### src/rtl/nbu_pkg.sv
// Constants, register map and state encodings of the nine-bit serial port
package nbu_pkg;

    // Register byte addresses on the AXI4-Lite bus
    localparam logic [7:0] ADDR_CTRL   = 8'h00;
    localparam logic [7:0] ADDR_STATUS = 8'h04;
    localparam logic [7:0] ADDR_MASK   = 8'h08;
    localparam logic [7:0] ADDR_DATA   = 8'h0C;
    localparam logic [7:0] ADDR_RXINFO = 8'h10;
    localparam logic [7:0] ADDR_BAUD   = 8'h14;

    // Field positions
    localparam int CTRL_RX_EN    = 0;
    localparam int CTRL_MP_FILT  = 1;
    localparam int CTRL_TX_NINTH = 2;
    localparam int STAT_TX_DONE  = 0;
    localparam int STAT_RX_DONE  = 1;
    localparam int INFO_RX_NINTH = 0;
    localparam int INFO_TX_BUSY  = 1;

    // Values after reset
    localparam logic [2:0]  CTRL_RESET = 3'h0;
    localparam logic [1:0]  MASK_RESET = 2'h0;
    localparam logic [15:0] BAUD_RESET = 16'h0036;

    // Bit timing: sixteen oversample ticks per bit, nine data bits
    localparam logic [3:0] OS_LAST  = 4'hF;
    localparam logic [3:0] OS_HALF  = 4'h7;
    localparam logic [3:0] BIT_LAST = 4'h8;

    // AXI response codes
    localparam logic [1:0] RESP_OKAY   = 2'h0;
    localparam logic [1:0] RESP_SLVERR = 2'h2;

    // Frame sequencer states, shared by transmitter and receiver
    typedef enum logic [3:0] {
        SEQ_IDLE  = 4'b0001,
        SEQ_START = 4'b0010,
        SEQ_DATA  = 4'b0100,
        SEQ_STOP  = 4'b1000
    } nbu_seq_type;

endpackage

### src/rtl/nbu_rx_if.sv
// Link between the register core and the frame receiver
`timescale 1ns/10ps
interface nbu_rx_if;
    logic       os_tick;
    logic       rx_enable;
    logic       mp_filter;
    logic       done_flag;
    logic       accept;
    logic       ninth;
    logic [7:0] data;

    modport core (output os_tick, rx_enable, mp_filter, done_flag,
                  input accept, ninth, data);
    modport rx   (input os_tick, rx_enable, mp_filter, done_flag,
                  output accept, ninth, data);
endinterface

### src/rtl/nbu_rx.sv
// Frame receiver with acceptance filter
`timescale 1ns/10ps
module nbu_rx (
    input  wire logic aclk,    // System clock
    input  wire logic aresetn, // Synchronous reset, low
    input  wire logic rxd,     // Serial line in
    nbu_rx_if.rx      bus      // Link to the core
);

    typedef struct packed {
        nbu_pkg::nbu_seq_type state;
        logic [3:0]           tick;
        logic [3:0]           bitn;
        logic [8:0]           shift;
        logic                 accept;
        logic [7:0]           data;
        logic                 ninth;
    } nbu_rx_state_type;

    nbu_rx_state_type s;
    nbu_rx_state_type n;

    // Frame sequencing, sampling at mid bit
    always_comb
    begin
        n = s;
        n.accept = 1'b0;
        unique case (s.state)
            nbu_pkg::SEQ_IDLE:
            begin
                if (bus.rx_enable && !rxd)
                begin
                    n.state = nbu_pkg::SEQ_START;
                    n.tick  = 4'h0;
                end
            end
            nbu_pkg::SEQ_START:
            begin
                if (bus.os_tick && s.tick == nbu_pkg::OS_HALF)
                begin
                    n.tick  = 4'h0;
                    n.bitn  = 4'h0;
                    n.state = rxd ? nbu_pkg::SEQ_IDLE : nbu_pkg::SEQ_DATA;
                end
                else if (bus.os_tick)
                    n.tick = s.tick + 4'h1;
            end
            nbu_pkg::SEQ_DATA:
            begin
                if (bus.os_tick && s.tick == nbu_pkg::OS_LAST)
                begin
                    n.tick  = 4'h0;
                    n.shift = {rxd, s.shift[8:1]}; // LSB first
                    n.bitn  = s.bitn + 4'h1;
                    if (s.bitn == nbu_pkg::BIT_LAST)
                        n.state = nbu_pkg::SEQ_STOP;
                end
                else if (bus.os_tick)
                    n.tick = s.tick + 4'h1;
            end
            nbu_pkg::SEQ_STOP:
            begin
                // Stop level is not looked at
                if (bus.os_tick && s.tick == nbu_pkg::OS_LAST)
                begin
                    n.state = nbu_pkg::SEQ_IDLE;
                    n.tick  = 4'h0;
                    if (!bus.done_flag &&
                        (!bus.mp_filter || s.shift[8]))
                    begin
                        n.accept = 1'b1;
                        n.data   = s.shift[7:0];
                        n.ninth  = s.shift[8];
                    end
                end
                else if (bus.os_tick)
                    n.tick = s.tick + 4'h1;
            end
        endcase
    end

    // State register
    always_ff @(posedge aclk)
    begin
        if (!aresetn)
        begin
            s       <= '0;
            s.state <= nbu_pkg::SEQ_IDLE;
        end
        else
            s <= n;
    end

    // Outputs toward the core
    assign bus.accept = s.accept;
    assign bus.data   = s.data;
    assign bus.ninth  = s.ninth;
endmodule

### src/rtl/nbu_top.sv
// Nine-bit serial port with AXI4-Lite registers and interrupt
`timescale 1ns/10ps
module nbu_top (
    input  wire logic        aclk,          // System clock, 100 MHz
    input  wire logic        aresetn,       // Synchronous reset, low
    input  wire logic [7:0]  s_axi_awaddr,  // Write address
    input  wire logic        s_axi_awvalid, // Write address valid
    output logic             s_axi_awready, // Write address ready
    input  wire logic [31:0] s_axi_wdata,   // Write data
    input  wire logic [3:0]  s_axi_wstrb,   // Write byte strobes
    input  wire logic        s_axi_wvalid,  // Write data valid
    output logic             s_axi_wready,  // Write data ready
    output logic [1:0]       s_axi_bresp,   // Write response
    output logic             s_axi_bvalid,  // Write response valid
    input  wire logic        s_axi_bready,  // Write response ready
    input  wire logic [7:0]  s_axi_araddr,  // Read address
    input  wire logic        s_axi_arvalid, // Read address valid
    output logic             s_axi_arready, // Read address ready
    output logic [31:0]      s_axi_rdata,   // Read data
    output logic [1:0]       s_axi_rresp,   // Read response
    output logic             s_axi_rvalid,  // Read data valid
    input  wire logic        s_axi_rready,  // Read data ready
    input  wire logic        rxd,           // Serial line in
    output logic             txd,           // Serial line out
    output logic             irq            // Interrupt, high level
);

    typedef struct packed {
        logic                 awready;
        logic                 wready;
        logic                 bvalid;
        logic                 arready;
        logic                 rvalid;
        logic                 aw_got;
        logic                 w_got;
        logic [7:0]           awaddr;
        logic [31:0]          wdata;
        logic [3:0]           wstrb;
        logic [1:0]           bresp;
        logic [1:0]           rresp;
        logic [31:0]          rdata;
        logic [2:0]           ctrl;
        logic [1:0]           status;
        logic [1:0]           mask;
        logic [15:0]          baud;
        logic [15:0]          os_cnt;
        logic                 os_tick;
        logic [7:0]           rx_buf;
        logic                 rx_ninth;
        nbu_pkg::nbu_seq_type tx_state;
        logic [3:0]           tx_tick;
        logic [3:0]           tx_bit;
        logic [8:0]           tx_shift;
        logic                 tx_ninth;
        logic                 txd;
        logic                 irq;
    } nbu_top_state_type;

    nbu_top_state_type s;
    nbu_top_state_type n;
    logic              tx_load;
    logic              tx_set;
    logic [1:0]        stat_clr;
    logic              tx_busy;

    nbu_rx_if bus ();

    // Receiver instance
    nbu_rx u_rx (
        .aclk    (aclk),
        .aresetn (aresetn),
        .rxd     (rxd),
        .bus     (bus.rx)
    );

    assign tx_busy = (s.tx_state != nbu_pkg::SEQ_IDLE);

    // Next state of bus slave, registers, divider and transmitter
    always_comb
    begin
        n        = s;
        tx_load  = 1'b0;
        tx_set   = 1'b0;
        stat_clr = 2'h0;

        // Oversample divider, one tick every baud plus one cycles
        n.os_tick = 1'b0;
        if (s.os_cnt >= s.baud)
        begin
            n.os_cnt  = 16'h0000;
            n.os_tick = 1'b1;
        end
        else
            n.os_cnt = s.os_cnt + 16'h0001;

        // Write address and data, taken in either order
        if (s_axi_awvalid && s.awready)
        begin
            n.aw_got = 1'b1;
            n.awaddr = s_axi_awaddr;
        end
        if (s_axi_wvalid && s.wready)
        begin
            n.w_got = 1'b1;
            n.wdata = s_axi_wdata;
            n.wstrb = s_axi_wstrb;
        end
        if (s.bvalid && s_axi_bready)
            n.bvalid = 1'b0;

        // Register write once both halves are held
        if (s.aw_got && s.w_got && !s.bvalid)
        begin
            n.aw_got = 1'b0;
            n.w_got  = 1'b0;
            n.bvalid = 1'b1;
            n.bresp  = nbu_pkg::RESP_OKAY;
            case (s.awaddr)
                nbu_pkg::ADDR_CTRL:
                begin
                    if (s.wstrb[0])
                        n.ctrl = s.wdata[2:0];
                end
                nbu_pkg::ADDR_STATUS:
                begin
                    if (s.wstrb[0])
                        stat_clr = s.wdata[1:0];
                end
                nbu_pkg::ADDR_MASK:
                begin
                    if (s.wstrb[0])
                        n.mask = s.wdata[1:0];
                end
                nbu_pkg::ADDR_DATA:
                begin
                    tx_load = s.wstrb[0];
                end
                nbu_pkg::ADDR_RXINFO:
                begin
                    n.bresp = nbu_pkg::RESP_OKAY;
                end
                nbu_pkg::ADDR_BAUD:
                begin
                    if (s.wstrb[0])
                        n.baud[7:0] = s.wdata[7:0];
                    if (s.wstrb[1])
                        n.baud[15:8] = s.wdata[15:8];
                end
                default:
                begin
                    n.bresp = nbu_pkg::RESP_SLVERR;
                end
            endcase
        end

        // Read channel, answered one cycle after the address
        if (s.rvalid && s_axi_rready)
            n.rvalid = 1'b0;
        if (s_axi_arvalid && s.arready)
        begin
            n.rvalid = 1'b1;
            n.rresp  = nbu_pkg::RESP_OKAY;
            n.rdata  = 32'h00000000;
            case (s_axi_araddr)
                nbu_pkg::ADDR_CTRL:
                    n.rdata[2:0] = s.ctrl;
                nbu_pkg::ADDR_STATUS:
                    n.rdata[1:0] = s.status;
                nbu_pkg::ADDR_MASK:
                    n.rdata[1:0] = s.mask;
                nbu_pkg::ADDR_DATA:
                    n.rdata[7:0] = s.rx_buf;
                nbu_pkg::ADDR_RXINFO:
                begin
                    n.rdata[nbu_pkg::INFO_RX_NINTH] = s.rx_ninth;
                    n.rdata[nbu_pkg::INFO_TX_BUSY]  = tx_busy;
                end
                nbu_pkg::ADDR_BAUD:
                    n.rdata[15:0] = s.baud;
                default:
                    n.rresp = nbu_pkg::RESP_SLVERR;
            endcase
        end

        // Transmit sequencer, a write while busy is dropped
        unique case (s.tx_state)
            nbu_pkg::SEQ_IDLE:
            begin
                n.txd = 1'b1;
                if (tx_load)
                begin
                    n.tx_ninth = s.ctrl[nbu_pkg::CTRL_TX_NINTH];
                    n.tx_shift = {s.ctrl[nbu_pkg::CTRL_TX_NINTH],
                                  s.wdata[7:0]};
                    n.tx_tick  = 4'h0;
                    n.tx_state = nbu_pkg::SEQ_START;
                    n.txd      = 1'b0; // Start bit
                end
            end
            nbu_pkg::SEQ_START:
            begin
                if (s.os_tick && s.tx_tick == nbu_pkg::OS_LAST)
                begin
                    n.tx_tick  = 4'h0;
                    n.tx_bit   = 4'h0;
                    n.tx_state = nbu_pkg::SEQ_DATA;
                    n.txd      = s.tx_shift[0];
                end
                else if (s.os_tick)
                    n.tx_tick = s.tx_tick + 4'h1;
            end
            nbu_pkg::SEQ_DATA:
            begin
                if (s.os_tick && s.tx_tick == nbu_pkg::OS_LAST)
                begin
                    n.tx_tick = 4'h0;
                    if (s.tx_bit == nbu_pkg::BIT_LAST)
                    begin
                        n.tx_state = nbu_pkg::SEQ_STOP;
                        n.txd      = 1'b1; // Stop bit
                        tx_set     = 1'b1;
                    end
                    else
                    begin
                        n.tx_bit   = s.tx_bit + 4'h1;
                        n.tx_shift = {1'b0, s.tx_shift[8:1]};
                        n.txd      = s.tx_shift[1]; // LSB first
                    end
                end
                else if (s.os_tick)
                    n.tx_tick = s.tx_tick + 4'h1;
            end
            nbu_pkg::SEQ_STOP:
            begin
                if (s.os_tick && s.tx_tick == nbu_pkg::OS_LAST)
                begin
                    n.tx_tick  = 4'h0;
                    n.tx_state = nbu_pkg::SEQ_IDLE;
                end
                else if (s.os_tick)
                    n.tx_tick = s.tx_tick + 4'h1;
            end
        endcase

        // Receive buffer loads only on an accepted frame
        if (bus.accept)
        begin
            n.rx_buf   = bus.data;
            n.rx_ninth = bus.ninth;
        end

        // Sticky flags, a set wins over a write-one clear
        n.status = (s.status & ~stat_clr) |
                   {bus.accept, tx_set};

        // Interrupt level and channel readies
        n.irq     = |(n.status & n.mask);
        n.awready = !n.aw_got && !n.bvalid;
        n.wready  = !n.w_got && !n.bvalid;
        n.arready = !n.rvalid;
    end

    // State register
    always_ff @(posedge aclk)
    begin
        if (!aresetn)
        begin
            s          <= '0;
            s.ctrl     <= nbu_pkg::CTRL_RESET;
            s.mask     <= nbu_pkg::MASK_RESET;
            s.baud     <= nbu_pkg::BAUD_RESET;
            s.tx_state <= nbu_pkg::SEQ_IDLE;
            s.txd      <= 1'b1;
        end
        else
            s <= n;
    end

    // Outputs straight from the state register
    assign s_axi_awready = s.awready;
    assign s_axi_wready  = s.wready;
    assign s_axi_bvalid  = s.bvalid;
    assign s_axi_bresp   = s.bresp;
    assign s_axi_arready = s.arready;
    assign s_axi_rvalid  = s.rvalid;
    assign s_axi_rdata   = s.rdata;
    assign s_axi_rresp   = s.rresp;
    assign txd           = s.txd;
    assign irq           = s.irq;

    // Core side of the receiver link
    assign bus.os_tick   = s.os_tick;
    assign bus.rx_enable = s.ctrl[nbu_pkg::CTRL_RX_EN];
    assign bus.mp_filter = s.ctrl[nbu_pkg::CTRL_MP_FILT];
    assign bus.done_flag = s.status[nbu_pkg::STAT_RX_DONE];
endmodule

### config.mk
export PLATFORM = sky130hd
export DESIGN_NAME = nbu_top
export DESIGN_NICKNAME = d
export VERILOG_FILES = /design/src/rtl/nbu_pkg.sv /design/src/rtl/nbu_rx_if.sv /design/src/rtl/nbu_rx.sv /design/src/rtl/nbu_top.sv
export SDC_FILE = /design/constraint.sdc
export NUM_CORES = 1
export LEC_CHECK = 0
export BUFFER_PORTS_ARGS = -buffer_cell sky130_fd_sc_hd__buf_2
export CORE_UTILIZATION = 30
export CTS_CLUSTER_SIZE = 30
export DETAILED_ROUTE_END_ITERATION = 10
export PLACE_DENSITY = 0.46
export SLEW_MARGIN = 20
export SYNTH_ARGS = -nofsm -noshare
export SYNTH_HDL_FRONTEND = slang
export SYNTH_SLANG_ARGS = --single-unit
### constraint.sdc
create_clock -name aclk -period 5.6 [get_ports aclk]
set_input_delay 0 -clock aclk [delete_from_list [all_inputs] [get_ports aclk]]
set_output_delay 0 -clock aclk [all_outputs]
set_load 0.02 [all_outputs]
==> run summary <==
The flow ran to the end, and the final reports show no timing, DRC or antenna violations. The number of remaining DRC errors was 0. The run gives 2448 as the fill cell instance count of the final layout. Summing the areas of all compound-gate instances in the mapped netlist gives 14.5% of the synthesized area.

After Yosys synthesis, and, or, nand and nor cells account for 23.4% of the synthesized area. For this configuration, the core starts out at a cell density of 30.7%. Traced cell by cell, the critical path runs through inv_1, ha_1, nor2_1, a21oi_1, o311ai_0, nand4_1, nor2_1.

The number of design-rule violations left by the first detailed-router iteration was 258; the layout overhead on the synthesized area was 17.8%. In the finished design, the share of the clock period the worst path needs comes to 42.9%. The number of clock buffers added by TritonCTS is 17.

The number of instances in the synthesized netlist was 844. The largest individual stage delay along the critical path comes from the cell sky130_fd_sc_hd__nand4_1. Max-cap violations in this run came to 0. In this run the core area contains 56 standard-cell rows. The setup check on the worst reg-to-reg path leaves a slack of 3200 ps.

By area the synthesized netlist is led by sky130_fd_sc_hd__dfxtp_1 43%, sky130_fd_sc_hd__nand2_1 6.6%, sky130_fd_sc_hd__nor2_1 4.9%. The final hold violation count was 0; the largest net degree at the start of global routing was 58. The core area was 23500 µm²; the number of buffers and inverters on the critical path was 1. The count of TritonRoute iterations in the first routing pass came out at 5. After detailed routing, the average wire length per cell comes to 14.1 µm. Routability-driven placement finished with a final weighted congestion of 0.754.

Measured in cells, the most critical reg-to-reg path has a length of 7. Along the worst hold path, the cell count comes to 4. Class of the most critical hold timing path: input port to flip-flop. The logs give 154 for the number of sinks driven by the clock tree and 7570 µm² for the placed instance area. The multi-input combinational cells in the finished layout cover a total of 3610 µm². From left edge to right edge, the die measures 157 µm. For this run the aggregate overflow at the end of global routing stands at 0. In this run, synthesis inferred 0 flip-flops with an integrated enable.

The wire length of the first global-routing pass was 28300 µm. The startpoint identified for the worst register-to-register timing path is s[34]. Along the worst path, the maximum fanout reaches 16.

The class of the most critical setup path was flip-flop to flip-flop. The final core area utilization is 36.1%, and the worst endpoint required time is 5940 ps. The repair_antennas step left the layout with diodes totalling 0. After clock tree synthesis, the clock-pin slew on the worst setup and hold paths is 70 ps. The flip-flop cell with the highest count after synthesis is sky130_fd_sc_hd__dfxtp_1. In this run the static leakage power is 0.00348 µW. The aggregate global-route resource usage was 14.7%. The per-instance average area after synthesis works out to 8.53 µm².

Setup repair after global routing left no endpoint under its margin. In this run the vertical extent of the chip is 157 µm. The largest single stage delay on the critical path is 710 ps.

The tools report the count of antenna-violating nets left after detailed routing as 0. After the last flow step, the layout net total stands at 985. By instance count, the cell type seen most on the critical path is sky130_fd_sc_hd__nor2_1.

The count of buffers added on input and output ports is 66. Counting flops and latches in the post-synthesis netlist gives 154. The tools report the post-layout instance area as 8480 µm². The worst setup path is launched from a flip-flop. Hold is met by 38.1 ps. The share of async-settable or async-resettable flops after synthesis was 0%. Wires add up to 17300 µm.

The floorplan step defined a die boundary enclosing 24600 µm². 103 I/O pins were placed. Subtracting the final worst setup slack from the clock period gives 2400 ps.

For the pin with the worst max-slew slack, the measured transition is 790 ps. The worst register-to-register path ends at s[49]. The mapped netlist covers 7200 µm². The maximum level of the CTS H-tree was 4. Dividing the detail-routed via count by the number of cells gives 4.74. For the clock latency on the worst-skew pair, the log shows 430 ps. The number of vias after detailed routing is 5844. The synthesized design spends more area on one cell type than any other, namely sky130_fd_sc_hd__dfxtp_1. Gates resized during post-CTS repair numbered 0.

For this design the ratio of total power to cell area is 298 nW/µm². IR analysis of the VDD net gives a maximum drop of 0.000186 V. Counting tap cells, the placed design contains a total of 1171 instances. Maximum buffer depth of the clock tree: 2. After synthesis, the largest family of logic cells by area is simple AND/OR/NAND/NOR gates. On the critical path the largest part of the delay comes from simple AND/OR/NAND/NOR gates. After legalization and detailed placement, the total HPWL measured 12000 µm.

The number of different library cells used by synthesis comes to 68. In the final layout, the share of cells above drive strength 1 is 13.6%. The total number of yosys warnings is 0, and the sequential cell area fraction in the yosys report is 42.8%.

Of the total synthesized cell area, the portion taken by full adders, half adders and majority gates is 4.00%. Data arrives at the worst endpoint at 2740 ps. TritonCTS built the clock tree. The tools report the nature of the critical path endpoint as a flip-flop. Adding up every negative setup slack in the final design gives 0 ps. Initial antenna violation count: 0. Summing all flip-flop and latch instances after layout gives 3080 µm². On the final layout, the worst clock skew is 16.0 ps. The total setup violations reported at the end of the flow was 0. Root cell of the clock tree: sky130_fd_sc_hd__clkbuf_16. In the synthesized netlist, mux cells make up 5.04% of the area.

The top cell type's share of synthesized area was 42.8%; the worst slew margin relative to its limit was 47.1%. For the count of placed standard cells in the final layout, fillers left out, the log shows 1234. The startpoint identified for the worst hold timing path is s_axi_arvalid. The post-synthesis xor/xnor area fraction was 2.31%.

Number of pins exceeding their max-slew limit in the final report: 0. The worst hold path terminates at s_axi_rdata[2]. Derived from the worst setup path, the maximum achievable clock frequency is 417 MHz.

The tools report the via count of the first global-routing pass as 5412.
==> cell usage in the layout (no fill, tap or decap), types with 3 or more instances in the layout <==
| cell | synthesis | final |
|---|---|---|
| sky130_fd_sc_hd__a21oi_1 | 70 | 70 |
| sky130_fd_sc_hd__a221o_1 | 8 | 8 |
| sky130_fd_sc_hd__a22o_1 | 6 | 6 |
| sky130_fd_sc_hd__a22oi_1 | 16 | 16 |
| sky130_fd_sc_hd__a31oi_1 | 7 | 7 |
| sky130_fd_sc_hd__and2_1 | 9 | 9 |
| sky130_fd_sc_hd__and3_1 | 5 | 5 |
| sky130_fd_sc_hd__buf_2 | 6 | 66 |
| sky130_fd_sc_hd__buf_4 | 37 | 5 |
| sky130_fd_sc_hd__clkbuf_16 | 0 | 17 |
| sky130_fd_sc_hd__conb_1 | 1 | 18 |
| sky130_fd_sc_hd__dfxtp_1 | 154 | 154 |
| sky130_fd_sc_hd__dlygate4sd3_1 | 0 | 31 |
| sky130_fd_sc_hd__ha_1 | 23 | 23 |
| sky130_fd_sc_hd__inv_1 | 27 | 27 |
| sky130_fd_sc_hd__inv_6 | 0 | 6 |
| sky130_fd_sc_hd__inv_8 | 0 | 3 |
| sky130_fd_sc_hd__mux2i_1 | 34 | 34 |
| sky130_fd_sc_hd__nand2_1 | 127 | 127 |
| sky130_fd_sc_hd__nand2b_1 | 3 | 3 |
| sky130_fd_sc_hd__nand3_1 | 35 | 35 |
| sky130_fd_sc_hd__nand4_1 | 10 | 10 |
| sky130_fd_sc_hd__nor2_1 | 94 | 94 |
| sky130_fd_sc_hd__nor2b_1 | 4 | 4 |
| sky130_fd_sc_hd__nor3_1 | 16 | 16 |
| sky130_fd_sc_hd__nor4_1 | 3 | 3 |
| sky130_fd_sc_hd__nor4b_2 | 3 | 3 |
| sky130_fd_sc_hd__o211a_1 | 8 | 8 |
| sky130_fd_sc_hd__o211ai_1 | 6 | 6 |
| sky130_fd_sc_hd__o21ai_0 | 21 | 21 |
| sky130_fd_sc_hd__or4_1 | 4 | 4 |
| sky130_fd_sc_hd__xnor2_1 | 11 | 11 |
| sky130_fd_sc_hd__xor2_1 | 8 | 8 |
==> state kept, by name, summed over array words and instances (netlist names), 8 cells and up <==
signal and flops:
u_rx.bus.data 8, s 94, s_axi_rdata 16, u_rx.s 21
==> layer usage <==
metal	vias up	share of wire (%)	wire (µm)	GRT usage, %
met2	114	43	7480	22.5
met4	0	1.1	186	4.34
met3	13	3.3	574	3.22
met1	2716	53	9110	20.6
met5	-	0	0	0
li1	3001	-	-	-
==> synth_stat cells (all sizes together), types with 9 or more instances <==
library cell / count
mux2i: 34
nand2: 128
nand4: 10
xnor2: 11
dfxtp: 154
nor2: 95
buf: 50
clkbuf: 30
nor3: 17
o21ai: 21
a21oi: 72
ha: 23
inv: 28
a22oi: 16
nand3: 35
and2: 9
==> stage by stage <==
step                worst slack [ps]  total power, µW
CTS                             3180             2560
global route                    2870             2640
detailed placement              3180             1350
global placement                3200             1350
floorplan                       3740             1300
finish                          3200             2530
==> report_power, final <==
group | internal, µW | switching [µW] | leakage (µW)
sequential | 1120 | 32.0 | 0.00125
combinational | 74.2 | 119 | 0.00194
clock | 674 | 509 | 0.000291
total | 1870 | 660 | 0.00348
==> what timing repair did <==
item,CTS,global route
hold buffers,31,0
hold endpoints to repair,43,0
setup endpoints to repair,0,0
setup buffers,0,0
==> layout make-up <==
class | instances | share of cell area (%)
clock buffer | 17 | 5.02
inverter | 28 | 1.25
timing repair buffer | 102 | 8.00
clock inverter | 15 | 2.07
tap | 319 | 4.71
sequential | 154 | 36.4
multi-input combinational | 599 | 42.6
==> how the worst max path moves through the flow <==
stage               startpoint        endpoint  slack [ps]  depth (start not counted)
floorplan                s[65]           s[42]        3740                          8
global placement       aresetn  s_axi_rdata[0]        3200                          6
detailed placement     aresetn  s_axi_rdata[0]        3180                          6
CTS                      s[34]           s[39]        3180                          7
global route             s[34]           s[46]        2870                          7
finish                   s[34]           s[49]        3200                          7
==> cells by family (layout without fill, tap and decap cells) <==
family | after synthesis | count (layout)
mux | 36 | 36
flops | 154 | 154
simple gates | 341 | 341
buf+inv | 108 | 162
other cells | 1 | 18
compound gates | 162 | 162
fa+ha+maj | 23 | 23
xor+xnor | 19 | 19
==> worst register-to-register path, delay by kind of cell, from the launching register on <==
| family | cells | cell delay [ps] |
|---|---|---|
| and+or+nand+nor | 3 | 1070 |
| buffers and inverters | 1 | 60 |
| AOI/OAI and AO/OA | 2 | 510 |
| adders and majority gates | 1 | 280 |
| DFF | 1 | 390 |
Power figures use the tool's default switching activity.
